[src/hw/fmc_defines.vh]
// Offsets, field positions, codes and thresholds of the FIFO misc block
`ifndef FMC_DEFINES_VH
`define FMC_DEFINES_VH

// Register byte offsets
`define FMC_ADDR_MISC 12'h0f8
`define FMC_ADDR_IRQ_STAT 12'h200
`define FMC_ADDR_IRQ_MASK 12'h204
`define FMC_ADDR_ERR_CNT 12'h208

// Field positions, bit 00 of the word is Verilog bit 31
`define FMC_FMT_DIS_BIT 31
`define FMC_ERR_MSB 30
`define FMC_ERR_LSB 27
`define FMC_TXCS_MSB 24
`define FMC_TXCS_LSB 16
`define FMC_EVERY_BIT 15
`define FMC_EXT_MSB 13
`define FMC_EXT_LSB 12
`define FMC_RXCS_MSB 8
`define FMC_RXCS_LSB 0

// Reset values
`define FMC_MISC_RST 32'h0000_0000
`define FMC_MASK_RST 2'h0

// Error codes
`define FMC_ERR_NONE 4'h0
`define FMC_ERR_ARX_EMPTY 4'h1
`define FMC_ERR_ARX_PAUSED 4'h2
`define FMC_ERR_ATX_FULL 4'h3
`define FMC_ERR_IRX_EMPTY 4'h4
`define FMC_ERR_IRX_PAUSED 4'h5
`define FMC_ERR_ITX_FULL 4'h6
`define FMC_ERR_DRX_EMPTY 4'h7
`define FMC_ERR_DRX_PAUSED 4'h8
`define FMC_ERR_DRX_EARLY 4'h9
`define FMC_ERR_DTX_FULL 4'ha
`define FMC_ERR_DRX_PUSH 4'hc

// Interrupt status bits
`define FMC_IRQ_ERR_BIT 0
`define FMC_IRQ_REL_BIT 1

// DV transmit threshold in bytes
`define FMC_THR_BASE 480
`define FMC_THR_STEP_SHIFT 7

`endif

[src/hw/fmc_dv_gate.v]
// DV transmit fill threshold gate
`timescale 1ns/1ns
`include "fmc_defines.vh"

module fmc_dv_gate #(
  parameter LVL_W = 12
) (
  input wire clk_i,
  input wire rst_n_i,
  input wire ce_i,
  // Settings
  input wire dv_mode_i,
  input wire every_i,
  input wire [1:0] ext_i,
  // Transmit FIFO side
  input wire [LVL_W-1:0] level_i,
  input wire pkt_start_i,
  output wire release_o,
  output wire first_done_o
);

  localparam integer THR_BASE_INT = `FMC_THR_BASE;
  localparam [LVL_W-1:0] THR_BASE = THR_BASE_INT[LVL_W-1:0];

  reg first_done_q;
  wire [LVL_W-1:0] n_w;
  wire [LVL_W-1:0] thr_w;
  wire filled_w;

  // N of 0, 128, 256 or 384 bytes
  assign n_w = {{(LVL_W-2-`FMC_THR_STEP_SHIFT){1'b0}}, ext_i,
    {`FMC_THR_STEP_SHIFT{1'b0}}};
  assign thr_w = THR_BASE + n_w;
  assign filled_w = (level_i >= thr_w);

  // Settings ignored outside DV mode
  assign release_o = !dv_mode_i ? 1'b1 :
    every_i ? filled_w :
    (first_done_q | filled_w);

  always @(posedge clk_i or negedge rst_n_i) begin
    if (!rst_n_i) begin
      first_done_q <= 1'b0;
    end else if (ce_i && dv_mode_i && pkt_start_i && release_o) begin
      first_done_q <= 1'b1;
    end
  end

  assign first_done_o = first_done_q;

endmodule // fmc_dv_gate

[src/hw/fmc_err_encode.v]
// Illegal host access detection and error code selection
`timescale 1ns/1ns
`include "fmc_defines.vh"

module fmc_err_encode (
  // Event lines, index order gives priority
  input wire [10:0] ev_i,
  // Result
  output wire hit_o,
  output reg [3:0] code_o
);

  function [3:0] code_of;
    input [3:0] idx;
    begin
      case (idx)
        4'h0: code_of = `FMC_ERR_ARX_EMPTY;
        4'h1: code_of = `FMC_ERR_ARX_PAUSED;
        4'h2: code_of = `FMC_ERR_ATX_FULL;
        4'h3: code_of = `FMC_ERR_IRX_EMPTY;
        4'h4: code_of = `FMC_ERR_IRX_PAUSED;
        4'h5: code_of = `FMC_ERR_ITX_FULL;
        4'h6: code_of = `FMC_ERR_DRX_EMPTY;
        4'h7: code_of = `FMC_ERR_DRX_PAUSED;
        4'h8: code_of = `FMC_ERR_DRX_EARLY;
        4'h9: code_of = `FMC_ERR_DTX_FULL;
        4'ha: code_of = `FMC_ERR_DRX_PUSH;
        default: code_of = `FMC_ERR_NONE;
      endcase
    end
  endfunction

  integer i;

  assign hit_o = |ev_i;

  // Lowest index wins
  always @* begin
    code_o = `FMC_ERR_NONE;
    for (i = 10; i >= 0; i = i - 1) begin
      if (ev_i[i]) begin
        code_o = code_of(i[3:0]);
      end
    end
  end

endmodule // fmc_err_encode

[src/hw/fmc_top.v]
// FIFO misc control and status register with host access error capture
//
// Implementation choice: the Wishbone slave port.
`timescale 1ns/1ns
`include "fmc_defines.vh"

// Overview of operation
// Format-output disable bit high puts three bulk format lines in high-Z.
// Read-only four-bit host access error code, zero after reset.
// Async codes: 1h empty pop, 2h paused pop, 3h full push.
// Isochronous codes: 4h empty pop, 5h paused pop, 6h full push.
// DV codes: 7h empty pop, 8h paused pop, Ah full push.
// DV receive pop before time-stamp release in application mode gives 9h.
// DV receive push in application mode gives code Ch (7ch low nibble).
// Nine-bit alternate transmit cell size, read-write, reset to zero.
// Nine-bit alternate receive cell size, read-write, reset to zero.
// Threshold select low holds only first DV packet until 480+N bytes.
// Threshold select high holds every DV packet until 480+N bytes.
// Extension field picks N of 0, 128, 256, 384 bytes; resets to 00.
// Threshold settings act only in DV mode.
// Bit 00 is the word MSB; fields count down from it.
// Error code holds the last illegal access until overwritten or reset.
module fmc_top #(
  parameter LVL_W = 12,
  parameter AW = 12
) (
  // Clock, reset, enable
  input wire CLOCK_I,
  input wire RESET_N_I,
  input wire CE_I,
  // Wishbone slave
  input wire WB_CYC_I,
  input wire WB_STB_I,
  input wire WB_WE_I,
  input wire [AW-1:0] WB_ADR_I,
  input wire [3:0] WB_SEL_I,
  input wire [31:0] WB_DAT_I,
  output wire [31:0] WB_DAT_O,
  output wire WB_ACK_O,
  // Interrupt
  output wire IRQ_O,
  // Asynchronous FIFO host accesses
  input wire ASYNC_RX_POP_I,
  input wire ASYNC_RX_EMPTY_I,
  input wire ASYNC_RX_PAUSED_I,
  input wire ASYNC_TX_PUSH_I,
  input wire ASYNC_TX_FULL_I,
  // Isochronous FIFO host accesses
  input wire ISO_RX_POP_I,
  input wire ISO_RX_EMPTY_I,
  input wire ISO_RX_PAUSED_I,
  input wire ISO_TX_PUSH_I,
  input wire ISO_TX_FULL_I,
  // DV FIFO host accesses
  input wire DV_RX_POP_I,
  input wire DV_RX_PUSH_I,
  input wire DV_RX_EMPTY_I,
  input wire DV_RX_PAUSED_I,
  input wire DV_RX_TO_APP_I,
  input wire DV_TS_RELEASED_I,
  input wire DV_TX_PUSH_I,
  input wire DV_TX_FULL_I,
  // DV transmit threshold
  input wire DV_MODE_I,
  input wire [LVL_W-1:0] DV_TX_LEVEL_I,
  input wire DV_TX_PKT_START_I,
  output wire DV_TX_RELEASE_O,
  // Bulk application interface format lines
  input wire [2:0] BULK_FMT_I,
  output wire [2:0] BULK_FMT_O,
  output wire [2:0] BULK_FMT_OE_O,
  // Cell sizes to the FIFO logic
  output wire [8:0] ALT_TX_CELL_SIZE_O,
  output wire [8:0] ALT_RX_CELL_SIZE_O
);

  localparam ST_IDLE = 2'b01;
  localparam ST_ACK = 2'b10;

  // Reset synchroniser
  reg rst_s1_q;
  reg rst_s2_q;
  wire rst_n;

  always @(posedge CLOCK_I or negedge RESET_N_I) begin
    if (!RESET_N_I) begin
      rst_s1_q <= 1'b0;
      rst_s2_q <= 1'b0;
    end else begin
      rst_s1_q <= 1'b1;
      rst_s2_q <= rst_s1_q;
    end
  end

  assign rst_n = rst_s2_q;

  // Register state
  reg fmt_dis_q;
  reg fmt_dis_d;
  reg [3:0] err_q;
  reg [3:0] err_d;
  reg [8:0] txcs_q;
  reg [8:0] txcs_d;
  reg [8:0] rxcs_q;
  reg [8:0] rxcs_d;
  reg every_q;
  reg every_d;
  reg [1:0] ext_q;
  reg [1:0] ext_d;
  reg [1:0] stat_q;
  reg [1:0] stat_d;
  reg [1:0] mask_q;
  reg [1:0] mask_d;
  reg [15:0] err_cnt_q;
  reg [15:0] err_cnt_d;
  reg [1:0] st_q;
  reg [1:0] st_d;
  reg [31:0] rdat_q;
  reg [31:0] rdat_d;
  reg [2:0] fmt_q;
  reg rel_q;

  wire req_w;
  wire wr_w;
  wire rd_w;
  wire [31:0] misc_w;
  wire [10:0] ev_w;
  wire hit_w;
  wire [3:0] code_w;
  wire release_w;
  wire first_done_w;
  wire rel_rise_w;
  wire [1:0] stat_set_w;

  function [AW-1:0] word_addr;
    input [AW-1:0] a;
    begin
      word_addr = {a[AW-1:2], 2'b00};
    end
  endfunction

  function sel_hit;
    input [AW-1:0] a;
    input [AW-1:0] target;
    begin
      sel_hit = (word_addr(a) == target);
    end
  endfunction

  // Illegal host access events
  assign ev_w[0] = ASYNC_RX_POP_I & ASYNC_RX_EMPTY_I;
  assign ev_w[1] = ASYNC_RX_POP_I & ~ASYNC_RX_EMPTY_I &
    ASYNC_RX_PAUSED_I;
  assign ev_w[2] = ASYNC_TX_PUSH_I & ASYNC_TX_FULL_I;
  assign ev_w[3] = ISO_RX_POP_I & ISO_RX_EMPTY_I;
  assign ev_w[4] = ISO_RX_POP_I & ~ISO_RX_EMPTY_I &
    ISO_RX_PAUSED_I;
  assign ev_w[5] = ISO_TX_PUSH_I & ISO_TX_FULL_I;
  assign ev_w[6] = DV_RX_POP_I & DV_RX_EMPTY_I;
  assign ev_w[7] = DV_RX_POP_I & ~DV_RX_EMPTY_I & DV_RX_PAUSED_I;
  assign ev_w[8] = DV_RX_POP_I & ~DV_RX_EMPTY_I & ~DV_RX_PAUSED_I &
    DV_RX_TO_APP_I & ~DV_TS_RELEASED_I;
  assign ev_w[9] = DV_TX_PUSH_I & DV_TX_FULL_I;
  assign ev_w[10] = DV_RX_PUSH_I & DV_RX_TO_APP_I;

  fmc_err_encode u_err (
    .ev_i(ev_w),
    .hit_o(hit_w),
    .code_o(code_w)
  );

  fmc_dv_gate #(
    .LVL_W(LVL_W)
  ) u_gate (
    .clk_i(CLOCK_I),
    .rst_n_i(rst_n),
    .ce_i(CE_I),
    .dv_mode_i(DV_MODE_I),
    .every_i(every_q),
    .ext_i(ext_q),
    .level_i(DV_TX_LEVEL_I),
    .pkt_start_i(DV_TX_PKT_START_I),
    .release_o(release_w),
    .first_done_o(first_done_w)
  );

  assign DV_TX_RELEASE_O = release_w;

  // Register image, bit 00 at bit 31
  assign misc_w = {
    fmt_dis_q,
    err_q,
    2'b00,
    txcs_q,
    every_q,
    1'b0,
    ext_q,
    3'b000,
    rxcs_q
  };

  // Bus decode
  assign req_w = WB_CYC_I & WB_STB_I & (st_q == ST_IDLE);
  assign wr_w = req_w & WB_WE_I;
  assign rd_w = req_w & ~WB_WE_I;

  // Release edge in DV mode
  assign rel_rise_w = DV_MODE_I & release_w & ~rel_q;
  assign stat_set_w = {rel_rise_w, hit_w};

  // Bus slave state
  always @* begin
    st_d = st_q;
    case (st_q)
      ST_IDLE: begin
        if (WB_CYC_I && WB_STB_I) begin
          st_d = ST_ACK;
        end
      end
      ST_ACK: begin
        st_d = ST_IDLE;
      end
      default: begin
        st_d = ST_IDLE;
      end
    endcase
  end

  // Read data
  always @* begin
    rdat_d = rdat_q;
    if (rd_w) begin
      if (sel_hit(WB_ADR_I, `FMC_ADDR_MISC)) begin
        rdat_d = misc_w;
      end else if (sel_hit(WB_ADR_I, `FMC_ADDR_IRQ_STAT)) begin
        rdat_d = {30'h0, stat_q};
      end else if (sel_hit(WB_ADR_I, `FMC_ADDR_IRQ_MASK)) begin
        rdat_d = {30'h0, mask_q};
      end else if (sel_hit(WB_ADR_I, `FMC_ADDR_ERR_CNT)) begin
        rdat_d = {13'h0, first_done_w, rel_q, hit_w, err_cnt_q};
      end else begin
        rdat_d = 32'h0000_0000;
      end
    end
  end

  // Writable fields
  always @* begin
    fmt_dis_d = fmt_dis_q;
    txcs_d = txcs_q;
    rxcs_d = rxcs_q;
    every_d = every_q;
    ext_d = ext_q;
    mask_d = mask_q;
    if (wr_w && sel_hit(WB_ADR_I, `FMC_ADDR_MISC)) begin
      if (WB_SEL_I[3]) begin
        fmt_dis_d = WB_DAT_I[`FMC_FMT_DIS_BIT];
        txcs_d[8] = WB_DAT_I[`FMC_TXCS_MSB];
      end
      if (WB_SEL_I[2]) begin
        txcs_d[7:0] = WB_DAT_I[23:`FMC_TXCS_LSB];
      end
      if (WB_SEL_I[1]) begin
        every_d = WB_DAT_I[`FMC_EVERY_BIT];
        ext_d = WB_DAT_I[`FMC_EXT_MSB:`FMC_EXT_LSB];
        rxcs_d[8] = WB_DAT_I[`FMC_RXCS_MSB];
      end
      if (WB_SEL_I[0]) begin
        rxcs_d[7:0] = WB_DAT_I[7:`FMC_RXCS_LSB];
      end
    end
    if (wr_w && sel_hit(WB_ADR_I, `FMC_ADDR_IRQ_MASK) && WB_SEL_I[0]) begin
      mask_d = WB_DAT_I[1:0];
    end
  end

  // Error capture, status and count
  always @* begin
    err_d = err_q;
    err_cnt_d = err_cnt_q;
    stat_d = stat_q;
    if (hit_w) begin
      err_d = code_w;
      if (err_cnt_q != 16'hffff) begin
        err_cnt_d = err_cnt_q + 16'h0001;
      end
    end
    if (rd_w && sel_hit(WB_ADR_I, `FMC_ADDR_IRQ_STAT)) begin
      stat_d = 2'b00;
    end
    stat_d = stat_d | stat_set_w;
  end

  always @(posedge CLOCK_I or negedge rst_n) begin
    if (!rst_n) begin
      st_q <= ST_IDLE;
      rdat_q <= 32'h0000_0000;
      fmt_dis_q <= 1'b0;
      err_q <= `FMC_ERR_NONE;
      txcs_q <= 9'h000;
      rxcs_q <= 9'h000;
      every_q <= 1'b0;
      ext_q <= 2'b00;
      stat_q <= 2'b00;
      mask_q <= `FMC_MASK_RST;
      err_cnt_q <= 16'h0000;
      fmt_q <= 3'b000;
      rel_q <= 1'b0;
    end else if (CE_I) begin
      st_q <= st_d;
      rdat_q <= rdat_d;
      fmt_dis_q <= fmt_dis_d;
      err_q <= err_d;
      txcs_q <= txcs_d;
      rxcs_q <= rxcs_d;
      every_q <= every_d;
      ext_q <= ext_d;
      stat_q <= stat_d;
      mask_q <= mask_d;
      err_cnt_q <= err_cnt_d;
      fmt_q <= BULK_FMT_I;
      rel_q <= DV_MODE_I & release_w;
    end
  end

  // Bus answer
  assign WB_ACK_O = (st_q == ST_ACK);
  assign WB_DAT_O = rdat_q;

  // Interrupt
  assign IRQ_O = |(stat_q & mask_q);

  // Format lines
  genvar g;
  generate
    for (g = 0; g < 3; g = g + 1) begin : g_fmt
      assign BULK_FMT_O[g] = fmt_q[g];
      assign BULK_FMT_OE_O[g] = ~fmt_dis_q;
    end
  endgenerate

  // Cell sizes
  assign ALT_TX_CELL_SIZE_O = txcs_q;
  assign ALT_RX_CELL_SIZE_O = rxcs_q;

endmodule // fmc_top

[config.mk]
export PLATFORM = sky130hd
export DESIGN_NAME = fmc_top
export DESIGN_NICKNAME = d
export VERILOG_FILES = /design/src/hw/fmc_dv_gate.v /design/src/hw/fmc_err_encode.v /design/src/hw/fmc_top.v
export VERILOG_INCLUDE_DIRS = /design/src /design/src/hw
export SDC_FILE = /design/constraint.sdc
export NUM_CORES = 1
export LEC_CHECK = 0
export BUFFER_PORTS_ARGS = -buffer_cell sky130_fd_sc_hd__buf_2
export CAP_MARGIN = 25
export CORE_UTILIZATION = 45
export DETAILED_ROUTE_END_ITERATION = 12
export PLACE_DENSITY_LB_ADDON = 0.1
export SYNTH_ARGS = -nofsm -noshare
export SYNTH_HDL_FRONTEND = slang
export SYNTH_HIERARCHICAL = 1
export SYNTH_SLANG_ARGS = --single-unit
[constraint.sdc]
create_clock -name CLOCK_I -period 2.64 [get_ports CLOCK_I]
set_clock_uncertainty 0.2 [all_clocks]
set_input_delay 0.396 -clock CLOCK_I [delete_from_list [all_inputs] [get_ports CLOCK_I]]
set_output_delay 0.396 -clock CLOCK_I [all_outputs]
set_load 0.05 [all_outputs]
==> results of run 1 <==
[final cells by class]
type                       instances  area share
inverter                          10     0.00742
timing repair buffer             147       0.160
multi-input combinational        232       0.344
clock inverter                     4      0.0106
sequential                        85       0.422
clock buffer                      12      0.0307
tap                              105      0.0260
[layer usage]
metal,vias to the layer above,global-route usage,part of all wire
met1,1504,0.281,0.47
met2,102,0.340,0.46
met3,8,0.0458,0.058
met4,0,0.0784,0.0095
met5,-,0,0
li1,1548,-,-
[stage by stage]
step / total power (uW) / hold WS [ns]
after floorplan: 1700 / -0.0996
after global placement: 1830 / -0.0159
after detailed placement: 1840 / -0.0133
after CTS: 2810 / 0.0496
after global routing: 2900 / 0.0495
final: 2770 / 0.0644
[state kept, by name, summed over array words and instances (netlist names)]
signal / cells
BULK_FMT_O: 3
ext_q: 2
every_q: 1
ALT_RX_CELL_SIZE_O: 9
st_q: 2
rel_q: 1
ALT_TX_CELL_SIZE_O: 9
rst_s1_q: 1
rst_n: 1
stat_q: 2
err_cnt_q: 16
mask_q: 2
fmt_dis_q: 1
WB_DAT_O: 30
err_q: 4
u_gate/first_done_o: 1
[cells by family (layout without fill, tap and decap cells)]
kind of cell,Yosys count,in the layout,share of synthesized area
and+or+nand+nor,121,121,0.178
DFF,85,85,0.536
AOI/OAI and AO/OA,64,64,0.131
muxes,31,31,0.0879
buffers and inverters,26,173,0.0315
xor gates and xnor gates,8,8,0.0176
adders and majority gates,5,5,0.0158
other,2,3,0.00189
[Yosys cell counts, drive strengths merged (3+ instances only)]
library cell	n	share of area
o211ai	3	0.0057
inv	10	0.0095
a221o	15	0.040
ha	5	0.016
mux2	31	0.088
o21ai	4	0.0050
clkbuf	7	0.0066
nand2	26	0.025
nor4	5	0.012
nor3	8	0.011
o31ai	3	0.0057
dfrtp	84	0.53
or3	3	0.0047
nand4	8	0.013
a22o	16	0.035
buf	9	0.015
a21boi	3	0.0057
nand3	6	0.0076
and3	4	0.0063
and2	26	0.041
a21oi	8	0.010
nor2	17	0.016
xor2	6	0.013
[worst max-delay path, cell delays in order, from the launching register on]
cell and delay (ns):
dfrtp_1 0.36, inv_1 0.05, ha_2 0.17, ha_2 0.16, or4b_4 0.48, a221o_2 0.35
buf_8 0.16
[final timing paths]
path	slack (ns)	endpoint	start
setup / recovery	-0.05	DV_TX_RELEASE_O	ext_q[1]
hold / removal	0.06	ALT_RX_CELL_SIZE_O[2]	WB_DAT_I[2]
setup reg to reg	0.34	stat_q[1]	ext_q[1]
hold reg to reg	0.14	BULK_FMT_O[1]	rst_n
max in group asynchronous	1.47	err_cnt_q[7]	rst_n
min in group asynchronous	0.14	BULK_FMT_O[1]	rst_n
[power by group through the flow]
stage / Combinational (uW) / Clock (uW) / Sequential, uW
after global placement: 302 / 0 / 1530
after detailed placement: 308 / 0 / 1530
final: 311 / 954 / 1510
after CTS: 314 / 990 / 1510
after floorplan: 182 / 0 / 1520
after global routing: 347 / 1040 / 1520
[timing repair]
item,in CTS,in global routing
endpoints found under the setup margin,1,1
pin swaps,5,1
buffers inserted,3,1
endpoints found under the hold margin,2,0
hold buffers,1,0
gates resized for setup,6,0
==> results.json, run 1 <==
{
  "synth.avg_cell_area_um2": 11.6,
  "fp.dieArea_mm2": 0.00920,
  "clock-sinks": 85,
  "ys_warn_count": 6,
  "cellPowerDensity_mw_per_mm2": 548,
  "grt_antenna_before_repair": 0,
  "multi_input_area_mm2": 0.00174,
  "place_area_mm2": 0.00478,
  "dp_cells": 574,
  "dp_slack_ns": 0.130,
  "swShare": 0.270,
  "ioPinCount": 148,
  "holdPathStages": 2,
  "grt_max_degree": 47,
  "syn_inst": 342,
  "htree_num_levels": 3,
  "rsz0062_at_grt": "yes",
  "critPathKind": "flop to primary output",
  "ant_nets": 0,
  "clkLatencyLatePin_ns": 0.36,
  "core_area_mm2": 0.00838,
  "drt_first_pass_iters": 4,
  "drive_gt1_frac": 0.427,
  "endpoint_kind": "primary output",
  "clkTransAtPathRegs_ns": 0.08,
  "row_count": 33,
  "hp-class": "input port to flop",
  "initialDrtViolationCount": 130,
  "stdcell_count": 595,
  "max_cap_viol_count": 0,
  "fin_ws_ns": -0.0469,
  "die_w_um": 95.9,
  "wl_um": 9130,
  "n_antenna_cell": 0,
  "period_needed_ns": 2.69,
  "crit_path_start_kind": "flop",
  "synth-main-ff-cell": "dfrtp_1",
  "setup_viol": 1,
  "crit_arrival_ns": 2.09,
  "layout.nets": 579,
  "clockBufferDepth": 2,
  "stdcell_area_mm2": 0.00506,
  "grt_pass1_vias": 3011,
  "worstMarginPinSlew_ns": 0.644,
  "worstPathMaxFanout": 2,
  "synthToLayoutAreaGrowth_pct": 27.3,
  "synth-async-reset-ratio": 1.00,
  "synth_area_mm2": 0.00397,
  "synth_edf_count": 0,
  "worst_ir_drop_vdd_v": 0.000281,
  "failed_checks": "negative setup slack",
  "fmax_mhz": 372,
  "cts-root-buf": "clkbuf_8",
  "cts_buffers": 9,
  "nFillCells": 753,
  "final_common_cell": "buf_2",
  "synth_cell_types": 53,
  "initial_core_util": 0.474,
  "grt_first_pass_wirelength_um": 14500,
  "overflow": 0,
  "tns_ns": -0.0469,
  "layout_common_cells": "buf_2, dfrtp_1, mux2_2",
  "reg2reg_depth": 7,
  "period_share": 1.02,
  "dp_hpwl_um": 6860,
  "seqCellArea_mm2": 0.00213,
  "drcViolationCount": 0,
  "cts_tree": "done",
  "ys_ff_latch": 85,
  "max-slew-margin-rel": 0.567,
  "fp.dieH_um": 95.9,
  "route.vias.total": 3162,
  "avgViaCountPerCell": 5.31,
  "pwr-share-comb": 0.112,
  "leakage_uw": 0.00262,
  "fin_util": 0.603,
  "ys_seq_area_frac": 0.536,
  "globalplace.congestion": 0.817,
  "clkPwrFrac": 0.344,
  "worstPathRequired_ns": 2.04,
  "drv_slew": 0,
  "power.switching_uw": 748,
  "seq_power_share": 0.543,
  "grt_usage": 0.212,
  "status": "finished with violations",
  "p_int_uw": 2020,
  "finalHoldViolCount": 0,
  "post_drt_wl_per_cell_um": 15.3,
  "io_buffers": 128
}
No activity file was read; power rests on OpenSTA's default activity.
==> inputs of run 2 (changes only) <==
Settings changed: SETUP_SLACK_MARGIN set to 0.3, SLEW_MARGIN set to 20.
==> run 2 against run 1 <==
Net effect: the flow still finishes with violations (negative setup slack); highest routed layer unchanged; sequential power about the same; utilization decreased by 0.36 points; cell area fell by 0.59%; largest power group unchanged; worst hold slack about the same; critical path type unchanged; worst setup slack better by 0.016 ns; global-route usage down 0.51 points; maximum frequency grew 0.60%; critical path depth unchanged; total power decreased by 2.8%.
==> results.json, run 2 (synthesis results as in run 1) <==
{
  "cellPowerDensity_mw_per_mm2": 535,
  "crit_arrival_ns": 2.08,
  "r2r_start": "ext_q[1]",
  "stdcell_count": 590,
  "wl_um": 8710,
  "grt_usage": 0.206,
  "nFillCells": 738,
  "pwr-share-comb": 0.117,
  "worstPathMaxFanout": 2,
  "endpoint_kind": "primary output",
  "cts-root-buf": "clkbuf_8",
  "path_delay_family": "simple AND/OR/NAND/NOR gates",
  "layout.nets": 575,
  "rsz0062_at_grt": "yes",
  "die_w_um": 95.9,
  "hp-start": "WB_DAT_I[13]",
  "reg2reg_depth": 7,
  "swShare": 0.272,
  "leakage_uw": 0.00260,
  "grt_antenna_before_repair": 0,
  "dp_cells": 572,
  "hold-path-endpoint": "ext_q[1]",
  "cts_buffers": 9,
  "fmax_mhz": 374,
  "status": "finished with violations",
  "clock-sinks": 85,
  "row_count": 33,
  "seq_power_share": 0.559,
  "dp_slack_ns": 0.148,
  "finalHoldViolCount": 0,
  "ioPinCount": 148,
  "critPathKind": "flop to primary output",
  "layout_common_cells": "buf_2, dfrtp_1, mux2_2",
  "clkTransAtPathRegs_ns": 0.09,
  "p_total_uw": 2690,
  "route.vias.total": 3123,
  "avgViaCountPerCell": 5.29,
  "power.switching_uw": 732,
  "htree_num_levels": 3,
  "tns_ns": -0.0310,
  "grt_max_degree": 48,
  "fin_util": 0.600,
  "core_area_mm2": 0.00838,
  "period_needed_ns": 2.67,
  "io_buffers": 128,
  "rrSetupSlack_ns": 0.39,
  "crit_path_start_kind": "flop",
  "hp-class": "input port to flop",
  "grt_first_pass_wirelength_um": 14200,
  "clkPwrFrac": 0.324,
  "cp_cell_sequence": "inv_1 > ha_2 > ha_2 > or4b_4 > a221o_2 > buf_6",
  "crit_slowest_cell": "or4b_4",
  "largest_reg_flops": 30,
  "fp.dieH_um": 95.9,
  "drcViolationCount": 0,
  "worst_path_largest_cell_delay_ns": 0.48,
  "initialDrtViolationCount": 133,
  "drive_gt1_frac": 0.425,
  "overflow": 0,
  "period_share": 1.01,
  "max-slew-margin-rel": 0.665,
  "grt_pass1_vias": 2943,
  "post_drt_wl_per_cell_um": 14.8,
  "crit_top_cell": "ha_2",
  "globalplace.congestion": 0.810,
  "final_common_cell": "buf_2",
  "initial_core_util": 0.474,
  "synthToLayoutAreaGrowth_pct": 26.6,
  "fin_ws_ns": -0.0310,
  "failed_checks": "negative setup slack",
  "dp_hpwl_um": 6600,
  "cts_tree": "done",
  "setup_viol": 1,
  "clockBufferDepth": 2,
  "ant_nets": 0,
  "clkLatencyLatePin_ns": 0.35,
  "reg2reg_to": "stat_q[1]",
  "cp_num_buf_inv": 2,
  "drv_slew": 0,
  "max_cap_viol_count": 0,
  "holdPathStages": 2,
  "p_int_uw": 1960,
  "worstMarginPinSlew_ns": 0.502,
  "worst_ir_drop_vdd_v": 0.000230,
  "n_antenna_cell": 0,
  "drt_first_pass_iters": 4,
  "fp.dieArea_mm2": 0.00920,
  "worstPathRequired_ns": 2.04
}
run 2: per-layer routing:
metal  routed length, um  global-route usage
met1                4240               0.282
met2                3920               0.323
met3                 436              0.0363
met4                 115              0.0896
met5                   0                   0
run 2: worst register-to-register path, delay by kind of cell (launching register included):
family                   cells  cell delay [ns]
AND/OR/NAND/NOR              2             0.65
AO/OA/AOI/OAI                2             0.54
flip-flops                   1             0.36
adder cells (fa/ha/maj)      2             0.33
buffers and inverters        1             0.05
run 2: worst max-delay path by stage:
stage              startpoint         endpoint  cells past startpoint
6_report             ext_q[1]  DV_TX_RELEASE_O                      6
3_3_place_gp   DV_RX_PAUSED_I    err_cnt_q[12]                      8
5_1_grt              ext_q[1]  DV_TX_RELEASE_O                      6
3_5_place_dp   DV_RX_PAUSED_I    err_cnt_q[12]                      8
4_1_cts              ext_q[1]  DV_TX_RELEASE_O                      7
2_1_floorplan        ext_q[0]        stat_q[1]                      7
run 2: what timing repair did:
action	in CTS	in global routing
setup buffers	2	0
endpoints found under the setup margin	1	8
gates resized for setup	2	3
endpoints found under the hold margin	2	0
hold buffers	1	0
run 2: metrics by stage:
step,instance area [um2],hold WS (ns)
6_report,5030,0.0644
5_1_grt,5030,0.0532
4_1_cts,5010,0.0478
3_5_place_dp,4800,-0.0174
3_3_place_gp,4800,-0.0184
2_1_floorplan,3980,-0.0996
run 2: final cells by class:
class / count / area [um2] / area share
flip-flops and latches: 85 / 2130 / 0.424
clock inverters: 5 / 53.8 / 0.0107
multi-input cells: 232 / 1750 / 0.347
repair buffers: 143 / 800 / 0.159
inverters: 10 / 37.5 / 0.00747
well taps: 105 / 131 / 0.0261
clock buffers: 10 / 128 / 0.0254
run 2: power by group through the flow:
stage,logic [uW],registers [uW],clock network [uW]
2_1_floorplan,183,1520,0
3_3_place_gp,304,1520,0
3_5_place_dp,311,1530,0
4_1_cts,316,1500,899
5_1_grt,356,1520,953
6_report,315,1500,872
